--- src/verilog/bpdb_pkg.sv ---
package bpdb_pkg;
  // register offsets
  localparam logic [7:0] BPDB_OFF_DATA = 8'h00;
  localparam logic [7:0] BPDB_OFF_DIR  = 8'h02;
  localparam logic [7:0] BPDB_OFF_FUNC = 8'h03;
  // widths and reset values
  localparam int         BPDB_WIDTH     = 8;
  localparam logic [7:0] BPDB_RST_DATA  = 8'h00;
  localparam logic [7:0] BPDB_RST_DIR   = 8'h00;
  localparam logic       BPDB_RST_FUNC  = 1'b0;
  localparam int         BPDB_FUNC_BIT  = 0;
  localparam logic [7:0] BPDB_RD_ZERO   = 8'h00;
endpackage : bpdb_pkg

--- src/verilog/bpdb_sync.sv ---
`timescale 1ns/10ps
`default_nettype none
module bpdb_sync
  import bpdb_pkg::*;
(
  input  wire logic                  i_clk,
  input  wire logic                  i_rst_b,
  input  wire logic [BPDB_WIDTH-1:0] i_async,
  output logic      [BPDB_WIDTH-1:0] o_sync
);
  import bpdb_pkg::*;

  typedef struct packed
  {
    logic [BPDB_WIDTH-1:0] stage1;
    logic [BPDB_WIDTH-1:0] stage2;
  } bpdb_sync_state_type;

  bpdb_sync_state_type state_reg;
  bpdb_sync_state_type state_next;

  // first stage is read only by the second stage
  always_comb
  begin
    state_next        = state_reg;
    state_next.stage1 = i_async;
    state_next.stage2 = state_reg.stage1;
  end

  always_ff @(posedge i_clk or negedge i_rst_b)
  begin
    if (!i_rst_b)
      state_reg <= '0;
    else
      state_reg <= state_next;
  end

  assign o_sync = state_reg.stage2;
endmodule : bpdb_sync
`default_nettype wire

--- src/verilog/bpdb_pin_cell.sv ---
`timescale 1ns/10ps
`default_nettype none
module bpdb_pin_cell
(
  input  wire logic i_bus_mode,
  input  wire logic i_bus_drive,
  input  wire logic i_bus_data,
  input  wire logic i_dir_out,
  input  wire logic i_port_data,
  output logic      o_pin,
  output logic      o_pin_oe_b
);
  // bus mode ignores the direction bit entirely
  always_comb
  begin
    if (i_bus_mode)
    begin
      o_pin      = i_bus_data;
      o_pin_oe_b = ~i_bus_drive;
    end
    else
    begin
      o_pin      = i_port_data;
      o_pin_oe_b = ~i_dir_out;
    end
  end
endmodule : bpdb_pin_cell
`default_nettype wire

--- src/verilog/bpdb_port.sv ---
// Notes on behaviour
// - eight port pins, each general purpose, one data register bit per pin.
// - each direction bit picks input (0) or output (1) for its pin.
// - function bit 1 hands all pins to the external data lines; 0 is port.
// - in bus mode direction bits are ignored; the bus controls the pins.
`timescale 1ns/10ps
`default_nettype none
module bpdb_port
  import bpdb_pkg::*;
(
  input  wire logic                  i_clk,
  input  wire logic                  i_rst_b,
  input  wire logic [7:0]            i_addr,
  input  wire logic [7:0]            i_wdata,
  input  wire logic                  i_wr,
  input  wire logic                  i_rd,
  output logic      [7:0]            o_rdata,
  input  wire logic [BPDB_WIDTH-1:0] i_ext_wdata,
  input  wire logic                  i_ext_drive,
  output logic      [BPDB_WIDTH-1:0] o_ext_rdata,
  output logic                       o_bus_mode,
  input  wire logic [BPDB_WIDTH-1:0] i_port_pins,
  output logic      [BPDB_WIDTH-1:0] o_port_pins,
  output logic      [BPDB_WIDTH-1:0] o_port_pins_oe_b
);
  import bpdb_pkg::*;

  // ==========================================================
  // state
  typedef struct packed
  {
    logic [BPDB_WIDTH-1:0] data;
    logic [BPDB_WIDTH-1:0] dir;
    logic                  func;
    logic [7:0]            rdata;
  } bpdb_state_type;

  bpdb_state_type        state_reg;
  bpdb_state_type        state_next;
  logic [BPDB_WIDTH-1:0] pins_sync;
  logic [BPDB_WIDTH-1:0] data_view;

  // ==========================================================
  // pin input synchroniser
  bpdb_sync u_sync
  (
    .i_clk   (i_clk),
    .i_rst_b (i_rst_b),
    .i_async (i_port_pins),
    .o_sync  (pins_sync)
  );

  // read view mixes pins
  // output bits read back the latch, input bits the pin level
  assign data_view = (state_reg.data & state_reg.dir) | (pins_sync & ~state_reg.dir);

  // ==========================================================
  // register file
  always_comb
  begin
    state_next       = state_reg;
    state_next.rdata = BPDB_RD_ZERO;
    if (i_wr && i_addr == BPDB_OFF_DATA)
      state_next.data = i_wdata;
    if (i_wr && i_addr == BPDB_OFF_DIR)
      state_next.dir = i_wdata;
    if (i_wr && i_addr == BPDB_OFF_FUNC)
      state_next.func = i_wdata[BPDB_FUNC_BIT];
    // direction and function are write only, so they read as zero
    if (i_rd && i_addr == BPDB_OFF_DATA)
      state_next.rdata = data_view;
  end

  always_ff @(posedge i_clk or negedge i_rst_b)
  begin
    if (!i_rst_b)
    begin
      state_reg.data  <= BPDB_RST_DATA;
      state_reg.dir   <= BPDB_RST_DIR;
      state_reg.func  <= BPDB_RST_FUNC;
      state_reg.rdata <= BPDB_RD_ZERO;
    end
    else
      state_reg <= state_next;
  end

  assign o_rdata     = state_reg.rdata;
  assign o_bus_mode  = state_reg.func;
  assign o_ext_rdata = pins_sync;

  // ==========================================================
  // pin drivers
  // per-pin mode mux
  for (genvar g = 0; g < BPDB_WIDTH; g++)
  begin : g_pin
    bpdb_pin_cell u_cell
    (
      .i_bus_mode  (state_reg.func),
      .i_bus_drive (i_ext_drive),
      .i_bus_data  (i_ext_wdata[g]),
      .i_dir_out   (state_reg.dir[g]),
      .i_port_data (state_reg.data[g]),
      .o_pin       (o_port_pins[g]),
      .o_pin_oe_b  (o_port_pins_oe_b[g])
    );
  end
endmodule : bpdb_port
`default_nettype wire

--- config.mk ---
export PLATFORM = sky130hd
export DESIGN_NAME = bpdb_port
export DESIGN_NICKNAME = d
export VERILOG_FILES = /design/src/verilog/bpdb_pkg.sv /design/src/verilog/bpdb_sync.sv /design/src/verilog/bpdb_pin_cell.sv /design/src/verilog/bpdb_port.sv
export SDC_FILE = /design/constraint.sdc
export NUM_CORES = 1
export LEC_CHECK = 0
export BUFFER_PORTS_ARGS = -buffer_cell sky130_fd_sc_hd__buf_2
export CORE_UTILIZATION = 45
export DETAILED_ROUTE_END_ITERATION = 8
export PLACE_DENSITY = 0.76
export SETUP_SLACK_MARGIN = 0.05
export SLEW_MARGIN = 10
export SYNTH_ARGS = -nofsm -noshare
export SYNTH_HDL_FRONTEND = slang
export SYNTH_HIERARCHICAL = 1
export SYNTH_SLANG_ARGS = --single-unit
--- constraint.sdc ---
create_clock -name i_clk -period 2.15 [get_ports i_clk]
set_clock_uncertainty 0.05 [all_clocks]
set_input_delay 0.1075 -clock i_clk [delete_from_list [all_inputs] [get_ports i_clk]]
set_output_delay 0.1075 -clock i_clk [all_outputs]
set_load 0.02 [all_outputs]
==> impl_metrics.json <==
{
  "design_area_mm2": 0.002227,
  "maxCapViolCount": 0,
  "cts_made_buffers": 5,
  "largest_reg_flops": 16,
  "critPathCaptureType": "primary output",
  "leakage_nw": 1.145,
  "hpwl_um": 2440,
  "seq_area_frac_synth_pct": 61.24,
  "final_common_cell": "buf_2",
  "final.setup.tns_ns": 0,
  "rsz0062_at_grt": "false",
  "synthToLayoutAreaGrowth_pct": 32.94,
  "ys_types": 12,
  "syn_inst": 108,
  "die_area_mm2": 0.003971,
  "h-tree-depth": 2,
  "ys_seq_elements": 41,
  "wirelength_um": 3422,
  "gr-total-overflow": 0,
  "critPathRequiredTime_ns": 1.99,
  "start_util_pct": 48.67,
  "vias": 1151,
  "synth.avg_cell_area_um2": 15.51,
  "min_from": "i_wdata[7]",
  "core.rowCount": 21,
  "layout_common_cells": "buf_2 (69), dfrtp_1 (41), mux2_2 (17)",
  "place_area_mm2": 0.002033,
  "clock-sinks": 41,
  "final_nets": 224,
  "fill_cells": 280,
  "io_buffers": 69,
  "drc_errors": 0,
  "max_freq_ghz": 0.6701,
  "drt-wirelength-per-cell_um": 14.69,
  "synth_area_leaders": "dfrtp_1 (61%), mux2_2 (11%), mux2i_1 (9.6%)",
  "post_cts_resized": 0,
  "reg2reg_setup_slack_ns": 1.14,
  "cts_tree": "yes",
  "track_usage_pct": 19.43,
  "ir_drop_v": 0.0004870,
  "crit_type": "flip-flop to primary output",
  "power.density_mw_per_mm2": 722.6,
  "setup_viol": 0,
  "period_needed_ns": 1.492,
  "die_w_um": 63.02,
  "hold_viol_final": 0,
  "synth_warnings": 6,
  "cts_root_buffer": "clkbuf_8",
  "cts.clk_slew.worst_paths_ns": 0.07,
  "drive_above_1_share_pct": 56.68,
  "ios": 70,
  "clock_latency_ns": 0.29,
  "grt_pass1_vias": 1265,
  "min_to": "state_reg[16]$_DFFE_PN0P_",
  "gp_congestion": 0.6932,
  "core_area_mm2": 0.003442,
  "maxSlewViolCount": 0,
  "synth.largest_area_cell": "dfrtp_1",
  "viasPerCell": 4.940,
  "drtPass1Iterations": 4,
  "max_slew.worst_pin.slew_ns": 0.8816,
  "fp.dieH_um": 63.02,
  "hold_buffers": 9,
  "r2r_cells": 2,
  "worstPathMaxFanout": 10,
  "cts_buffer_depth": 2,
  "status": "completed",
  "r2r_end": "o_bus_mode$_DFFE_PN0P_",
  "hold_class": "primary input to flip-flop",
  "cts_setup_buffers": 0,
  "period_share_pct": 69.41,
  "antenna_left": 0,
  "syn_nets": 145,
  "worst_setup_path_start_kind": "flip-flop",
  "grt_pass1_wl_um": 5837,
  "slew_headroom_pct": 41.23,
  "synth_top_area_share_pct": 61.24,
  "r2r-start": "o_bus_mode$_DFFE_PN0P_",
  "num_antenna_cells": 0,
  "antenna_found_initial": 0,
  "grt_max_degree": 42,
  "syn-cell-area_mm2": 0.001675,
  "cp.arrival_ns": 1.33,
  "worstHoldPathCells": 2,
  "drtIter0Drc": 14
}
## cell usage after synthesis
master	count
dfrtp_1	41
mux2_2	17
mux2i_1	16
nor2_1	10
buf_4	8
mux2_4	8
nand4_2	2
nor2b_1	2
and2_1	1
nand4_1	1
nand4b_1	1
nor4_4	1
## layer usage
metal / global-route usage (%) / wire (um) / part of all wire (%) / vias to the layer above
met3: 5.657 / 254 / 7.4 / 2
met1: 23.14 / 1439 / 42 / 566
met2: 34.27 / 1716 / 50 / 54
met5: 0 / 0 / 0 / -
li1: - / - / - / 529
met4: 4.360 / 12 / 0.35 / 0
## power breakdown
part | leakage [nW] | switching (W) | internal (W)
Clock | 0.0540 | 0.000243 | 0.000337
Combinational | 0.558 | 0.000109 | 0.0000995
Sequential | 0.533 | 0.0000194 | 0.000802
## cell type report
| class | count | area, um2 | share of cell area (%) |
|---|---|---|---|
| clock buffers | 5 | 68.82 | 3.090 |
| clock inverters | 2 | 35.03 | 1.573 |
| multi-input cells | 59 | 589.3 | 26.46 |
| flip-flops and latches | 41 | 1026 | 46.07 |
| well taps | 46 | 57.56 | 2.584 |
| repair buffers | 80 | 450.4 | 20.22 |
## per-stage QoR
stage	worst slack [ns]	total power, W	instances	util (%)	hold slack [ns]
2_1_floorplan	0.5744	0.0009343	108	-	-0.2381
3_3_place_gp	0.6607	0.001025	217	59.07	0.1659
3_5_place_dp	0.6079	0.001033	217	59.07	0.1671
4_1_cts	0.6440	0.001626	233	64.70	0.01105
5_1_grt	0.5998	0.001676	233	64.70	0.01071
6_report	0.6577	0.001609	233	64.70	0.01621
## how the worst max path moves through the flow
stage / startpoint / to / slack, ns
global placement: i_addr[3] / state_reg[17]$_DFFE_PN0P_ / 0.66
CTS: o_bus_mode$_DFFE_PN0P_ / o_port_pins[0] / 0.64
detailed placement: i_addr[3] / state_reg[19]$_DFFE_PN0P_ / 0.61
floorplan: o_bus_mode$_DFFE_PN0P_ / o_port_pins_oe_b[0] / 0.57
finish: o_bus_mode$_DFFE_PN0P_ / o_port_pins[3] / 0.66
global route: o_bus_mode$_DFFE_PN0P_ / o_port_pins[6] / 0.60
## critical path, cell delays in order (launching register included)
cell,delay (ns)
dfrtp_1,0.34
buf_4,0.23
mux2_4,0.32
buf_2,0.16
## cell families (layout without fill, tap and decap cells)
| group | after synthesis | count (layout) | synth area share (%) |
|---|---|---|---|
| flops | 41 | 41 | 61.24 |
| mux | 41 | 41 | 28.16 |
| simple gates | 18 | 18 | 7.021 |
| buf+inv | 8 | 87 | 3.585 |
No activity file was read; power rests on OpenSTA's default activity.
